## config.mk

```make
export PLATFORM = sky130hd
export DESIGN_NAME = sss_serial_port
export DESIGN_NICKNAME = d
export VERILOG_FILES = /design/src/sss_pkg.sv /design/src/sss_serial_port.sv
export SDC_FILE = /design/constraint.sdc
export NUM_CORES = 1
export LEC_CHECK = 0
export BUFFER_PORTS_ARGS = -buffer_cell sky130_fd_sc_hd__buf_2
export CORE_MARGIN = 5
export CORE_UTILIZATION = 35
export DETAILED_ROUTE_END_ITERATION = 12
export GPL_TIMING_DRIVEN = 0
export PLACE_DENSITY = 0.67
export SYNTH_ARGS = -nofsm -noshare
export SYNTH_HDL_FRONTEND = slang
export SYNTH_SLANG_ARGS = --single-unit
export TNS_END_PERCENT = 10
```

## constraint.sdc

```tcl
create_clock -name clock -period 5.85 [get_ports clock]
set_clock_uncertainty 0.15 [all_clocks]
set_input_delay 0.2925 -clock clock [delete_from_list [all_inputs] [get_ports clock]]
set_output_delay 0.2925 -clock clock [all_outputs]
set_load 0.005 [all_outputs]
```

## src/sss_pkg.sv

```systemverilog
// constants and helpers for the slave-select gated serial port
//
// Contract
// RULE1: select-pin sync only in slave mode 0100
// RULE2: select low enables shifting and drives output
// RULE3: select high releases data output at once
// RULE4: select high resets transfer state in mode 0100
// RULE5: module reset clears the bit counter
// RULE6: software picks mode 0100 for slave with edge set
// RULE7: select pin stays input, never driven low
// RULE8: data output as input suppresses transmit only
// RULE9: master transfer freezes in sleep, then resumes
// RULE10: slave shifting follows serial clock in any power mode
// RULE11: eighth slave bit sets flag and may wake
// RULE12: wake from sleep in slave, idle in both
// RULE13: system reset disables port, drops transfer
// RULE14: spi modes map onto idle level and edge
// RULE15: sample-phase bit picks the input sample point
// RULE16: buffer write loads buffer and shift register
// RULE17: status low six bits read-only, top two writable
// RULE18: mode field decodes master rates and slave modes
// RULE19: write during transfer dropped, collision flag set
// RULE20: received byte to buffer, full flag, read clears
// RULE21: select and completion pass two-flop synchroniser
package sss_pkg;
   // register byte offsets on the bus
   localparam logic [11:0] SSS_OFS_BUFFER = 12'h000;
   localparam logic [11:0] SSS_OFS_CONTROL = 12'h004;
   localparam logic [11:0] SSS_OFS_STATUS = 12'h008;
   localparam logic [11:0] SSS_OFS_AUX = 12'h00c;
   // control register fields
   localparam int SSS_CTL_COLLISION = 7;
   localparam int SSS_CTL_OVERFLOW = 6;
   localparam int SSS_CTL_ENABLE = 5;
   localparam int SSS_CTL_IDLE_LEVEL = 4;
   // status register fields
   localparam int SSS_STA_SAMPLE = 7;
   localparam int SSS_STA_EDGE = 6;
   localparam int SSS_STA_FULL = 0;
   // auxiliary register fields
   localparam int SSS_AUX_FLAG = 0;
   localparam int SSS_AUX_IRQ_EN = 1;
   localparam int SSS_AUX_SDO_IN = 2;
   // reset values
   localparam logic [7:0] SSS_RST_BYTE = 8'h00;
   localparam logic [3:0] SSS_RST_MODE = 4'h0;
   // mode field encodings
   localparam logic [3:0] SSS_MODE_MST_DIV4 = 4'h0;
   localparam logic [3:0] SSS_MODE_MST_DIV16 = 4'h1;
   localparam logic [3:0] SSS_MODE_MST_DIV64 = 4'h2;
   localparam logic [3:0] SSS_MODE_MST_TIMER = 4'h3;
   localparam logic [3:0] SSS_MODE_SLV_SEL = 4'h4;
   localparam logic [3:0] SSS_MODE_SLV_FREE = 4'h5;
   // half serial-clock periods in system clocks; mode 0010 uses 16, which gives a divide by 32
   localparam logic [4:0] SSS_HALF_DIV4 = 5'h02;
   localparam logic [4:0] SSS_HALF_DIV16 = 5'h08;
   localparam logic [4:0] SSS_HALF_DIV64 = 5'h10;
   // clock edges in one byte, bits in one byte less one
   localparam logic [4:0] SSS_EDGES = 5'h10;
   localparam logic [2:0] SSS_LAST_BIT = 3'h7;

   function automatic logic sss_is_master(input logic [3:0] mode);
      return mode <= SSS_MODE_MST_TIMER;
   endfunction : sss_is_master

   function automatic logic sss_is_slave(input logic [3:0] mode);
      return (mode == SSS_MODE_SLV_SEL) || (mode == SSS_MODE_SLV_FREE);
   endfunction : sss_is_slave
endpackage : sss_pkg

```

## src/sss_serial_port.sv

```systemverilog
// spi port with slave-select gating, power-mode behaviour and apb registers
`timescale 1ns/1ps
`default_nettype none
module sss_serial_port
   import sss_pkg::*;
(
   input wire logic clock,          // system clock, 10 MHz
   input wire logic rst_n,          // asynchronous system reset
   input wire logic psel,           // apb select
   input wire logic penable,        // apb access phase
   input wire logic pwrite,         // apb direction
   input wire logic [11:0] paddr,   // apb byte address
   input wire logic [31:0] pwdata,  // apb write data
   output logic [31:0] prdata,      // apb read data
   output logic pready,             // apb ready
   output logic pslverr,            // apb error on unmapped address
   input wire logic sck_i,          // serial clock pin level
   output logic sck_o,              // serial clock driven in master mode
   output logic sck_oe,             // serial clock drive enable
   input wire logic sdi,            // serial data in
   output logic sdo_o,              // serial data out
   output logic sdo_oe,             // serial data out drive enable
   input wire logic select_n,       // slave select, active low
   input wire logic timer_tick,     // timer output pulse for mode 0011
   input wire logic sleep_mode,     // device is asleep
   input wire logic idle_mode,      // device is idle
   output logic port_interrupt_flag, // sticky completion flag
   output logic wake_request        // wake the processor
);
   logic [7:0] serial_shift_buffer;
   logic [7:0] serial_shift_register;
   logic [7:0] rx_shift;
   logic [3:0] port_mode_field;
   logic port_enable_bit;
   logic clock_idle_level;
   logic clock_edge_select;
   logic sample_phase_select;
   logic write_collision_flag;
   logic receive_overflow_flag;
   logic buffer_full_flag;
   logic port_interrupt_enable;
   logic sdo_as_input;
   logic [1:0] sck_sync;
   logic [1:0] sel_sync;
   logic [1:0] sdi_sync;
   logic sck_prev;
   logic [2:0] bit_count;
   logic mst_busy;
   logic [4:0] half_cnt;
   logic [4:0] div_cnt;
   logic cap_pend;
   logic sck_level;
   logic done_pulse;
   logic [1:0] done_sync;
   logic done_seen;

   logic is_master;
   logic is_slave;
   logic mod_rst;
   logic slv_run;
   logic [4:0] half_limit;
   logic div_tick;
   logic mst_tick;
   logic lead_ev;
   logic trail_ev;
   logic out_ev;
   logic cap_ev;
   logic cap_now;
   logic shift_ok;
   logic rx_bit;
   logic in_progress;
   logic wr_en;
   logic rd_en;
   logic setup;
   logic mapped;
   logic buf_wr;
   logic buf_wr_ok;
   logic complete;
   logic done_event;

   assign is_master = port_enable_bit && sss_is_master(port_mode_field); // [RULE18]
   assign is_slave = port_enable_bit && sss_is_slave(port_mode_field); // [RULE18]
   // select high in mode 0100 or a cleared enable holds the transfer in reset
   assign mod_rst = !port_enable_bit
      || (port_mode_field == SSS_MODE_SLV_SEL && sel_sync[1]); // [RULE4] [RULE5]
   assign slv_run = is_slave
      && (port_mode_field == SSS_MODE_SLV_FREE || !sel_sync[1]); // [RULE1] [RULE2]

   // bus access decode
   assign setup = psel && !penable;
   assign mapped = (paddr == SSS_OFS_BUFFER) || (paddr == SSS_OFS_CONTROL)
      || (paddr == SSS_OFS_STATUS) || (paddr == SSS_OFS_AUX);
   assign wr_en = psel && penable && pwrite && mapped;
   assign rd_en = psel && penable && !pwrite && mapped;
   assign pready = 1'b1;
   assign pslverr = psel && penable && !mapped;
   assign buf_wr = wr_en && (paddr == SSS_OFS_BUFFER);
   assign in_progress = is_master ? mst_busy : (bit_count != 3'h0);
   assign buf_wr_ok = buf_wr && !in_progress; // [RULE19]

   // synchronisers; the first stage feeds only the second
   always_ff @(posedge clock or negedge rst_n) begin
      if (!rst_n) begin
         sck_sync <= 2'b00;
         sel_sync <= 2'b11;
         sdi_sync <= 2'b00;
         sck_prev <= 1'b0;
      end else begin
         sck_sync <= {sck_sync[0], sck_i};
         sel_sync <= {sel_sync[0], select_n}; // [RULE21]
         sdi_sync <= {sdi_sync[0], sdi};
         sck_prev <= sck_sync[1];
      end
   end

   // master rate divider, one-cycle tick per half serial period
   always_comb begin
      case (port_mode_field)
         SSS_MODE_MST_DIV4: half_limit = SSS_HALF_DIV4;
         SSS_MODE_MST_DIV16: half_limit = SSS_HALF_DIV16;
         SSS_MODE_MST_DIV64: half_limit = SSS_HALF_DIV64;
         default: half_limit = SSS_HALF_DIV4;
      endcase
   end

   assign div_tick = (port_mode_field == SSS_MODE_MST_TIMER) ? timer_tick
      : (div_cnt == half_limit - 5'h01); // [RULE18]

   always_ff @(posedge clock or negedge rst_n) begin
      if (!rst_n) begin
         div_cnt <= 5'h00;
      end else if (!mst_busy || sleep_mode || div_tick) begin
         div_cnt <= 5'h00; // [RULE9]
      end else begin
         div_cnt <= div_cnt + 5'h01;
      end
   end

   // all master clocks stop while asleep; the transfer resumes on return
   assign mst_tick = is_master && mst_busy && !sleep_mode && div_tick; // [RULE9]

   // leading edge leaves the idle level, trailing edge returns to it
   always_comb begin
      if (is_master) begin
         lead_ev = mst_tick && (half_cnt < SSS_EDGES) && !half_cnt[0];
         trail_ev = mst_tick && (half_cnt < SSS_EDGES) && half_cnt[0];
      end else begin
         lead_ev = slv_run && (sck_sync[1] != sck_prev)
            && (sck_sync[1] != clock_idle_level); // [RULE10]
         trail_ev = slv_run && (sck_sync[1] != sck_prev)
            && (sck_sync[1] == clock_idle_level); // [RULE10]
      end
   end

   // edge set: output changes on trailing edge, captured on leading
   assign out_ev = clock_edge_select ? trail_ev : lead_ev; // [RULE14]
   assign cap_ev = clock_edge_select ? lead_ev : trail_ev; // [RULE14]
   // master may move the sample to the end of the bit time
   assign cap_now = (is_master && sample_phase_select)
      ? (mst_tick && cap_pend) : cap_ev; // [RULE15]
   // the first bit is already on the pin; no shift on the very first edge
   assign shift_ok = is_master
      ? !(!clock_edge_select && half_cnt == 5'h00) : (bit_count != 3'h0);
   assign rx_bit = sdi_sync[1];
   assign complete = cap_now && (bit_count == SSS_LAST_BIT);

   // master sequencer
   always_ff @(posedge clock or negedge rst_n) begin
      if (!rst_n) begin
         mst_busy <= 1'b0; // [RULE13]
         half_cnt <= 5'h00;
         cap_pend <= 1'b0;
         sck_level <= 1'b0;
      end else if (!is_master) begin
         mst_busy <= 1'b0;
         half_cnt <= 5'h00;
         cap_pend <= 1'b0;
         sck_level <= clock_idle_level; // [RULE14]
      end else if (buf_wr_ok) begin
         mst_busy <= 1'b1; // [RULE16]
         half_cnt <= 5'h00;
         cap_pend <= 1'b0;
         sck_level <= clock_idle_level;
      end else if (mst_tick) begin
         cap_pend <= cap_ev;
         if (half_cnt < SSS_EDGES) begin
            sck_level <= !sck_level;
            half_cnt <= half_cnt + 5'h01;
         end else begin
            mst_busy <= 1'b0;
         end
      end else if (!mst_busy) begin
         sck_level <= clock_idle_level;
      end
   end

   // bit counter, cleared by any module reset
   always_ff @(posedge clock or negedge rst_n) begin
      if (!rst_n) begin
         bit_count <= 3'h0; // [RULE13]
      end else if (mod_rst || (is_master && buf_wr_ok)) begin
         bit_count <= 3'h0; // [RULE5]
      end else if (cap_now) begin
         bit_count <= bit_count + 3'h1;
      end
   end

   // transmit shifter is loaded together with the buffer
   always_ff @(posedge clock or negedge rst_n) begin
      if (!rst_n) begin
         serial_shift_register <= SSS_RST_BYTE;
      end else if (buf_wr_ok) begin
         serial_shift_register <= pwdata[7:0]; // [RULE16]
      end else if (out_ev && shift_ok) begin
         serial_shift_register <= {serial_shift_register[6:0], 1'b0}; // [RULE2]
      end
   end

   always_ff @(posedge clock or negedge rst_n) begin
      if (!rst_n) begin
         rx_shift <= SSS_RST_BYTE;
      end else if (cap_now) begin
         rx_shift <= {rx_shift[6:0], rx_bit}; // [RULE8]
      end
   end

   // completion passes a toggle through two flops before the flags see it
   always_ff @(posedge clock or negedge rst_n) begin
      if (!rst_n) begin
         done_pulse <= 1'b0;
         done_sync <= 2'b00;
         done_seen <= 1'b0;
      end else begin
         if (complete) begin
            done_pulse <= !done_pulse;
         end
         done_sync <= {done_sync[0], done_pulse}; // [RULE21]
         done_seen <= done_sync[1];
      end
   end
   assign done_event = (done_sync[1] != done_seen) && port_enable_bit;

   // receive buffer; a buffer write also replaces its content
   always_ff @(posedge clock or negedge rst_n) begin
      if (!rst_n) begin
         serial_shift_buffer <= SSS_RST_BYTE;
      end else if (buf_wr_ok) begin
         serial_shift_buffer <= pwdata[7:0]; // [RULE16]
      end else if (complete) begin
         serial_shift_buffer <= {rx_shift[6:0], rx_bit}; // [RULE20]
      end
   end

   // buffer full: set by a completed byte, cleared by a buffer read
   always_ff @(posedge clock or negedge rst_n) begin
      if (!rst_n) begin
         buffer_full_flag <= 1'b0;
      end else if (!port_enable_bit) begin
         buffer_full_flag <= 1'b0;
      end else if (done_event) begin
         buffer_full_flag <= 1'b1; // [RULE20]
      end else if (rd_en && paddr == SSS_OFS_BUFFER) begin
         buffer_full_flag <= 1'b0; // [RULE20]
      end
   end

   // control register with hardware-set flags; a set beats a write
   always_ff @(posedge clock or negedge rst_n) begin
      if (!rst_n) begin
         write_collision_flag <= 1'b0;
         receive_overflow_flag <= 1'b0;
         port_enable_bit <= 1'b0; // [RULE13]
         clock_idle_level <= 1'b0;
         port_mode_field <= SSS_RST_MODE;
      end else begin
         if (wr_en && paddr == SSS_OFS_CONTROL) begin
            port_enable_bit <= pwdata[SSS_CTL_ENABLE];
            clock_idle_level <= pwdata[SSS_CTL_IDLE_LEVEL];
            port_mode_field <= pwdata[3:0];
         end
         if (buf_wr && in_progress) begin
            write_collision_flag <= 1'b1; // [RULE19]
         end else if (wr_en && paddr == SSS_OFS_CONTROL) begin
            write_collision_flag <= pwdata[SSS_CTL_COLLISION];
         end
         if (done_event && is_slave && buffer_full_flag) begin
            receive_overflow_flag <= 1'b1;
         end else if (wr_en && paddr == SSS_OFS_CONTROL) begin
            receive_overflow_flag <= pwdata[SSS_CTL_OVERFLOW];
         end
      end
   end

   // status top two bits are the only writable ones
   always_ff @(posedge clock or negedge rst_n) begin
      if (!rst_n) begin
         sample_phase_select <= 1'b0;
         clock_edge_select <= 1'b0;
      end else if (wr_en && paddr == SSS_OFS_STATUS) begin
         sample_phase_select <= pwdata[SSS_STA_SAMPLE]; // [RULE17]
         clock_edge_select <= pwdata[SSS_STA_EDGE]; // [RULE17]
      end
   end

   // interrupt flag, enable and data-out direction
   always_ff @(posedge clock or negedge rst_n) begin
      if (!rst_n) begin
         port_interrupt_flag <= 1'b0;
         port_interrupt_enable <= 1'b0;
         sdo_as_input <= 1'b0;
      end else begin
         if (wr_en && paddr == SSS_OFS_AUX) begin
            port_interrupt_enable <= pwdata[SSS_AUX_IRQ_EN];
            sdo_as_input <= pwdata[SSS_AUX_SDO_IN];
         end
         if (done_event) begin
            port_interrupt_flag <= 1'b1; // [RULE11]
         end else if (wr_en && paddr == SSS_OFS_AUX) begin
            port_interrupt_flag <= pwdata[SSS_AUX_FLAG];
         end
      end
   end

   // read data captured in the setup phase, held through access
   always_ff @(posedge clock or negedge rst_n) begin
      if (!rst_n) begin
         prdata <= 32'h0000_0000;
      end else if (setup && !pwrite) begin
         case (paddr)
            SSS_OFS_BUFFER: prdata <= {24'h00_0000, serial_shift_buffer};
            SSS_OFS_CONTROL: prdata <= {24'h00_0000, write_collision_flag,
               receive_overflow_flag, port_enable_bit, clock_idle_level,
               port_mode_field};
            SSS_OFS_STATUS: prdata <= {24'h00_0000, sample_phase_select,
               clock_edge_select, 5'h00, buffer_full_flag}; // [RULE17]
            SSS_OFS_AUX: prdata <= {29'h0000_0000, sdo_as_input,
               port_interrupt_enable, port_interrupt_flag};
            default: prdata <= 32'h0000_0000;
         endcase
      end
   end

   // pins: select high releases data out at once, without synchroniser delay
   assign sdo_o = serial_shift_register[7];
   assign sdo_oe = !sdo_as_input && (is_master || (is_slave
      && (port_mode_field == SSS_MODE_SLV_FREE || !select_n))); // [RULE3] [RULE8]
   assign sck_o = sck_level;
   assign sck_oe = is_master;

   // wake from sleep only as slave, from idle in either mode
   assign wake_request = port_interrupt_enable && port_interrupt_flag
      && ((sleep_mode && is_slave) || (idle_mode && !sleep_mode)); // [RULE11] [RULE12]
endmodule : sss_serial_port
`default_nettype wire

```

==> results_dict.tcl, run 1 <==
set metrics [dict create \
    status "finished clean" \
    cts.sinks 72 \
    worst_hold_path_type "input port to register" \
    ios 95 \
    max_freq_mhz 387 \
    crit_path_max_fanout 10 \
    p_leak_nw 2.25 \
    diodes 0 \
    htreeDepth 3 \
    first_iter_violations 116 \
    drc 0 \
    setup_tns_ps 0 \
    async_flop_share_pct 100 \
    cts_tree "done" \
    hold_viol 0 \
    drive_above_1_share_pct 27.5 \
    start_util_pct 36.1 \
    end_kind "register" \
    hold_start "pwdata[7]" \
    numCtsBuffers 9 \
    critical_path_class "register to register" \
    dr_total_vias 2855 \
    vdd_drop_max_mv 0.117 \
    power.density_nw_per_um2 214 \
    clk_pin_slew_ps 70 \
    yosys_warnings 0 \
    tightest_slew_ps 529 \
    antenna_found_initial 0 \
    drv_slew 0 \
    ys_ff_latch 72 \
    final-setup-viol-count 0 \
    design.die.area_um2 12900 \
    syn_inst 367 \
    core_area_um2 10400 \
    min_period_over_period_pct 44.2 \
    grt_overflow_total 0 \
    grt_use_total_pct 13.5 \
    ys_types 58 \
    ys_seq_area_share_pct 48.0 \
    fp.dieW_um 114 \
    worstPathRequired_ps 5930 \
    fin_nets 512 \
    synth_ff_type "dfrtp_1" \
    port_buffers 45 \
    place.gp.congestion 0.871 \
    rsz0062_at_grt "false" \
    die_height_um 114 \
    grt_pass1_wl_um 13900 \
    ant_nets 0 \
    post_cts_resized 0 \
    vias_per_cell 4.83 \
    syn_avg_cell_area_um2 10.2 \
    grt_pass1_vias 2763 \
    clk_latency_ps 340 \
    placedInstanceArea_um2 4270 \
    num_rows 37 \
    post_cts_buffers 0 \
    start_kind "register" \
    finish.instance_area_um2 4520 \
    cap_violations 0 \
    arrival_ps 2670 \
    period_minus_slack_ps 2580 \
    power.total_w 0.000968 \
    cts_hold_buf 4 \
    synth_edf_count 0 \
    cts_root_buffer "clkbuf_8" \
    grt_max_degree 73 \
    clockBufferDepth 2 \
    syn_area_um2 3760 \
    relSlewSlack_pct 64.7 \
    holdWs_ps 76.5 \
    wire_per_inst_um 14.5 \
    routed_wirelength_um 8580 \
    synthToLayoutAreaGrowth_pct 20.1 \
    drt_first_pass_iters 4 \
    startpoint "port_enable_bit$_DFFE_PN0P_" \
    dp_hpwl_um 6380 \
    r2r-start "port_enable_bit$_DFFE_PN0P_" \
]
synthesized netlist by cell type, types with 2 or more instances:
cell type	number	area, µm²
dfrtp_1	70	1750
nand2_1	50	188
nor2_1	31	116
buf_4	25	188
a21oi_1	18	90.1
mux2i_1	18	180
mux2_2	15	169
a22oi_1	13	97.6
nand3_1	11	55.1
o21ai_0	10	50.1
inv_1	9	33.8
xor2_1	8	70.1
clkbuf_1	7	26.3
nand2b_1	7	43.8
ha_1	6	75.1
o31ai_1	5	37.5
a31oi_1	4	25.0
nor3_1	4	20.0
xnor2_1	4	35.0
and2b_1	3	22.5
and3_1	3	18.8
and2_1	2	12.5
and3_2	2	15.0
buf_2	2	10.0
buf_6	2	22.5
conb_1	2	7.51
dfstp_2	2	52.6
nand3b_1	2	15.0
nor2b_1	2	12.5
nor4_1	2	12.5
cell families after synthesis:
| group | synth area share [%] |
|---|---|
| AND/OR/NAND/NOR | 18.3 |
| flip-flops | 48.0 |
| buffers and inverters | 7.62 |
| other | 0.200 |
| XOR/XNOR | 2.79 |
| multiplexers | 9.88 |
| AO/OA/AOI/OAI | 11.3 |
| adder cells (fa/ha/maj) | 2.00 |
cells in the final DEF, fill, tap and decap left out, types with 2 or more instances in the layout:
cell type | Yosys | layout
buf_6 | 2 | 2
dfstp_2 | 2 | 2
dlygate4sd3_1 | 0 | 4
a31oi_1 | 4 | 4
nor4_1 | 2 | 2
nand3_1 | 11 | 11
nor2b_1 | 2 | 2
nand3b_1 | 2 | 2
clkbuf_8 | 0 | 12
a21oi_1 | 18 | 18
and2_1 | 2 | 2
ha_1 | 6 | 6
and2b_1 | 3 | 3
conb_1 | 2 | 25
o21ai_0 | 10 | 10
a22oi_1 | 13 | 13
buf_4 | 25 | 26
xor2_1 | 8 | 8
and3_1 | 3 | 3
clkinv_2 | 0 | 2
nand2_1 | 50 | 50
buf_2 | 2 | 46
xnor2_1 | 4 | 4
o31ai_1 | 5 | 5
nor2_1 | 31 | 31
dfrtp_1 | 70 | 70
mux2_2 | 15 | 15
clkbuf_1 | 7 | 7
and3_2 | 2 | 2
nand2b_1 | 7 | 7
nor3_1 | 4 | 4
inv_1 | 9 | 9
mux2i_1 | 18 | 18
area by class of cell:
class / count / area (µm²)
clock buffers: 12 / 165
well taps: 136 / 170
fillers: 993 / 5900
multi-input cells: 272 / 1760
flip-flops and latches: 72 / 1800
clock inverters: 3 / 40.0
plain buffers: 36 / 246
inverters: 10 / 40.0
repair buffers: 50 / 295
final timing paths:
check / slack, ps / endpoint / depth (start not counted)
min in group asynchronous: 330 / sdi_sync[0]$_DFF_PN0_ / 3
worst min register to register: 200 / sck_sync[1]$_DFF_PN0_ / 0
max in group asynchronous: 4870 / sel_sync[1]$_DFF_PN1_ / 3
worst max register to register: 3270 / rx_shift[5]$_DFFE_PN0P_ / 8
worst min-delay path: 80 / write_collision_flag$_DFFE_PN0P_ / 3
worst max-delay path: 3270 / rx_shift[5]$_DFFE_PN0P_ / 8
critical path: stages, from the launching register on:
cell and delay (ps):
dfrtp_1 490, or3b_1 390, buf_6 160, inv_4 80, and3_1 140, a31oi_1 60
o41ai_4 350, buf_2 290, mux2_2 350
per-layer routing:
metal  share of wire [%]  global-route usage [%]  vias up  wire (µm)
met1                  46                    18.3     1379       3940
met5                   0                       0        -          0
met4                 1.3                    4.09        0        111
met2                  46                    20.9       74       3940
met3                 6.7                    3.82        8        577
li1                    -                       -     1394          -
registers in the layout, indices dropped and copies added (netlist names), 3 cells and up:
signal,flops
half_cnt,5
bit_count,3
serial_shift_register,8
serial_shift_buffer,8
rx_shift,7
prdata,8
div_cnt,5
port_mode_field,4
metrics by stage:
step           instances  utilization [%]  setup WS, ps
2_1_floorplan        390                -          3510
3_3_place_gp         571             40.7          3310
3_5_place_dp         572             41.0          3230
4_1_cts              591             43.4          3270
5_1_grt              591             43.4          3160
6_report             591             43.4          3270
report_power, final:
part	internal, W	switching (W)	total, W
clock	0.000228	0.000179	0.000407
sequential	0.000501	0.00000138	0.000502
combinational	0.0000271	0.0000316	0.0000587
No activity file was read; power rests on OpenSTA's default activity.
==> run 2, diff against run 1 <==
--- a/config.mk
+++ b/config.mk
@@ -5,12 +5,13 @@
 export SDC_FILE = /design/constraint.sdc
 export NUM_CORES = 1
 export LEC_CHECK = 0
+export ABC_AREA = 1
 export BUFFER_PORTS_ARGS = -buffer_cell sky130_fd_sc_hd__buf_2
 export CORE_MARGIN = 5
 export CORE_UTILIZATION = 35
 export DETAILED_ROUTE_END_ITERATION = 12
 export GPL_TIMING_DRIVEN = 0
-export PLACE_DENSITY = 0.67
+export PLACE_DENSITY = 0.66
 export SYNTH_ARGS = -nofsm -noshare
 export SYNTH_HDL_FRONTEND = slang
 export SYNTH_SLANG_ARGS = --single-unit
==> constraint.sdc (replaced) <==
create_clock -name clock -period 2.6 [get_ports clock]
set_clock_uncertainty 0.15 [all_clocks]
set_input_delay 0.13 -clock clock [delete_from_list [all_inputs] [get_ports clock]]
set_output_delay 0.13 -clock clock [all_outputs]
set_load 0.005 [all_outputs]
==> run 2 against run 1 <==
Against the previous run: cell area is 2.8% higher; combinational power is 110% higher; first-iteration DRC count is 63% higher; via count is 15% higher; synthesized area is 2.2% higher; count of clock-buffer cells in the layout stayed put; register-to-register slack worse by 2900 ps; sequential share of layout area is 1.1 points lower.
==> results_dict.tcl, run 2 <==
set metrics [dict create \
    most-common-layout-cells "nand2_1, dfrtp_1, nand3_1" \
    post_cts_buffers 0 \
    clk_latency_ps 350 \
    wl_met3_um 693 \
    ant_nets 0 \
    max_freq_mhz 441 \
    rrSetupSlack_ps 330 \
    vias_per_cell 4.76 \
    final-setup-viol-count 0 \
    yosys_warnings 0 \
    routed_wirelength_um 9260 \
    cts_tree "done" \
    p_clk_share_pct 38.9 \
    first_iter_violations 189 \
    htreeDepth 3 \
    stdcell_count 692 \
    top_layer "met4" \
    yosys.area.top_type "dfrtp_1" \
    cts_root_buffer "clkbuf_8" \
    synth.area.top_cells "dfrtp_1, nand2_1, nand3_1" \
    setup_tns_ps 0 \
    port_buffers 45 \
    dp_hpwl_um 7080 \
    critPathSlowestCell "dfrtp_1" \
    cap_violations 0 \
    core_area_um2 10800 \
    wl_met1_um 3870 \
    switching_share_pct 23.2 \
    syn_inst 455 \
    final_common_cell "nand2_1" \
    fp.dieW_um 115 \
    place.gp.congestion 0.834 \
    multi_input_area_um2 1720 \
    num_rows 38 \
    status "finished clean" \
    power_switching_w 0.000476 \
    min_period_over_period_pct 87.3 \
    p_leak_nw 2.39 \
    die_height_um 115 \
    synthDominantCellAreaShare_pct 45.6 \
    drt_first_pass_iters 4 \
    critPathMaxStageDelay_ps 420 \
    syn_avg_cell_area_um2 8.45 \
    tightest_slew_ps 897 \
    antenna_found_initial 0 \
    vdd_drop_max_mv 0.289 \
    grt_pass1_vias 3202 \
    top_regs "prdata (8), serial_shift_buffer (8), serial_shift_register (8)" \
    start_kind "register" \
    worst_hold_path_type "input port to register" \
    cpMostUsedCell "nand2_1" \
    hold_viol 0 \
    ff_latch_area_um2 1800 \
    p_seq_share_pct 55.1 \
    grt_overflow_total 0 \
    fin_nets 609 \
    drc 0 \
    ys_ff_latch 72 \
    critical_path_class "register to register" \
    clockBufferDepth 2 \
    worstPathRequired_ps 2680 \
    ys_types 40 \
    synthToLayoutAreaGrowth_pct 20.9 \
    yosys-top-cells-count "nand2_1, dfrtp_1, nand3_1, inv_1" \
    async_flop_share_pct 100 \
    holdWs_ps 16.7 \
    arrival_ps 2350 \
    drive_above_1_share_pct 21.9 \
    dr_total_vias 3291 \
    grt_pass1_wl_um 15200 \
    dp_slack_ps 365 \
    combPwrFrac_pct 6.0 \
    start_util_pct 35.6 \
    synth_ff_type "dfrtp_1" \
    ys_seq_area_share_pct 46.9 \
    clk_pin_slew_ps 80 \
    drv_slew 0 \
    rsz0062_at_grt "false" \
    ios 95 \
    power.density_nw_per_um2 442 \
    intPower_w 0.00158 \
    power.total_w 0.00205 \
    synth_edf_count 0 \
    period_minus_slack_ps 2270 \
    grt_use_total_pct 14.6 \
    relSlewSlack_pct 40.2 \
    wl_met2_um 4500 \
    design.die.area_um2 13200 \
    fillers 1094 \
    place_inst 663 \
    syn_area_um2 3840 \
    worst_slack_ps 331 \
    grt_max_degree 73 \
    synth.most_common_cell "nand2_1" \
    end_kind "register" \
    crit_path_max_fanout 9 \
    diodes 0 \
    wire_per_inst_um 13.4 \
    numCtsBuffers 9 \
    crit_path_cell_trace "inv_1 > nand2_1 > nand3_1 > nand2_1 > nand2_1 > nand3_2 > nand2_2 > nand2_2 > inv_2 > nand2_1 > nand2_1 > nand3_2 > nand3_1 > nand3_1" \
    cts.sinks 72 \
]
run 2: worst paths after layout:
| path | from | depth (start not counted) | endpoint |
|---|---|---|---|
| setup / recovery | port_mode_field[0]$_DFFE_PN0P_ | 14 | serial_shift_buffer[2]$_DFFE_PN0P_ |
| hold / removal | psel | 5 | prdata[5]$_DFFE_PN0P_ |
| setup reg to reg | port_mode_field[0]$_DFFE_PN0P_ | 14 | serial_shift_buffer[2]$_DFFE_PN0P_ |
| hold reg to reg | sdi_sync[0]$_DFF_PN0_ | 0 | sdi_sync[1]$_DFF_PN0_ |
| max in group asynchronous | rst_n | 2 | half_cnt[0]$_DFFE_PN0P_ |
| min in group asynchronous | rst_n | 2 | prdata[1]$_DFFE_PN0P_ |
run 2: stage by stage:
step | util (%) | instance area [µm²]
after floorplan | - | 3930
after global placement | 40.1 | 4330
after global routing | 43.0 | 4650
after CTS | 43.0 | 4650
after detailed placement | 40.1 | 4330
final | 43.0 | 4650
run 2: critical path, delay by kind of cell, from the launching register on:
kind	cells	cell delay [ps]
buf+inv	2	290
flops	1	420
simple gates	12	1270
run 2: final cells by class:
type / count / share of cell area, %
Clock buffer: 12 / 3.34
Buffer: 28 / 4.74
Inverter: 48 / 3.93
Sequential cell: 72 / 38.8
Timing Repair Buffer: 59 / 7.92
Clock inverter: 3 / 0.377
Multi-Input combinational cell: 330 / 37.1
Tap cell: 140 / 3.77
run 2: cell families (layout without fill, tap and decap cells):
group / after synthesis / after routing / synth area share, %
AND/OR/NAND/NOR: 246 / 246 / 31.7
buffers and inverters: 76 / 150 / 10.5
flip-flops: 72 / 72 / 46.9
AO/OA/AOI/OAI: 47 / 47 / 7.39
adder cells (fa/ha/maj): 6 / 6 / 1.95
XOR/XNOR: 6 / 6 / 1.37
other: 2 / 25 / 0.195
run 2: what timing repair did:
action                    CTS  global route
hold buffers               14             0
hold endpoints to repair  106             0
gates resized for setup     0             0
run 2: layer usage:
metal	vias to the layer above	global-route usage, %
met3	11	3.95
met5	-	0
met2	103	24.4
li1	1643	-
met1	1534	18.3
met4	0	4.93
run 2: power by group through the flow:
stage	Combinational, W	Clock, W	Sequential, W
finish	0.000124	0.000798	0.00113
CTS	0.000124	0.000821	0.00113
global route	0.000140	0.000868	0.00113
floorplan	0.0000495	0	0.00115
global placement	0.000106	0	0.00115
detailed placement	0.000108	0	0.00115
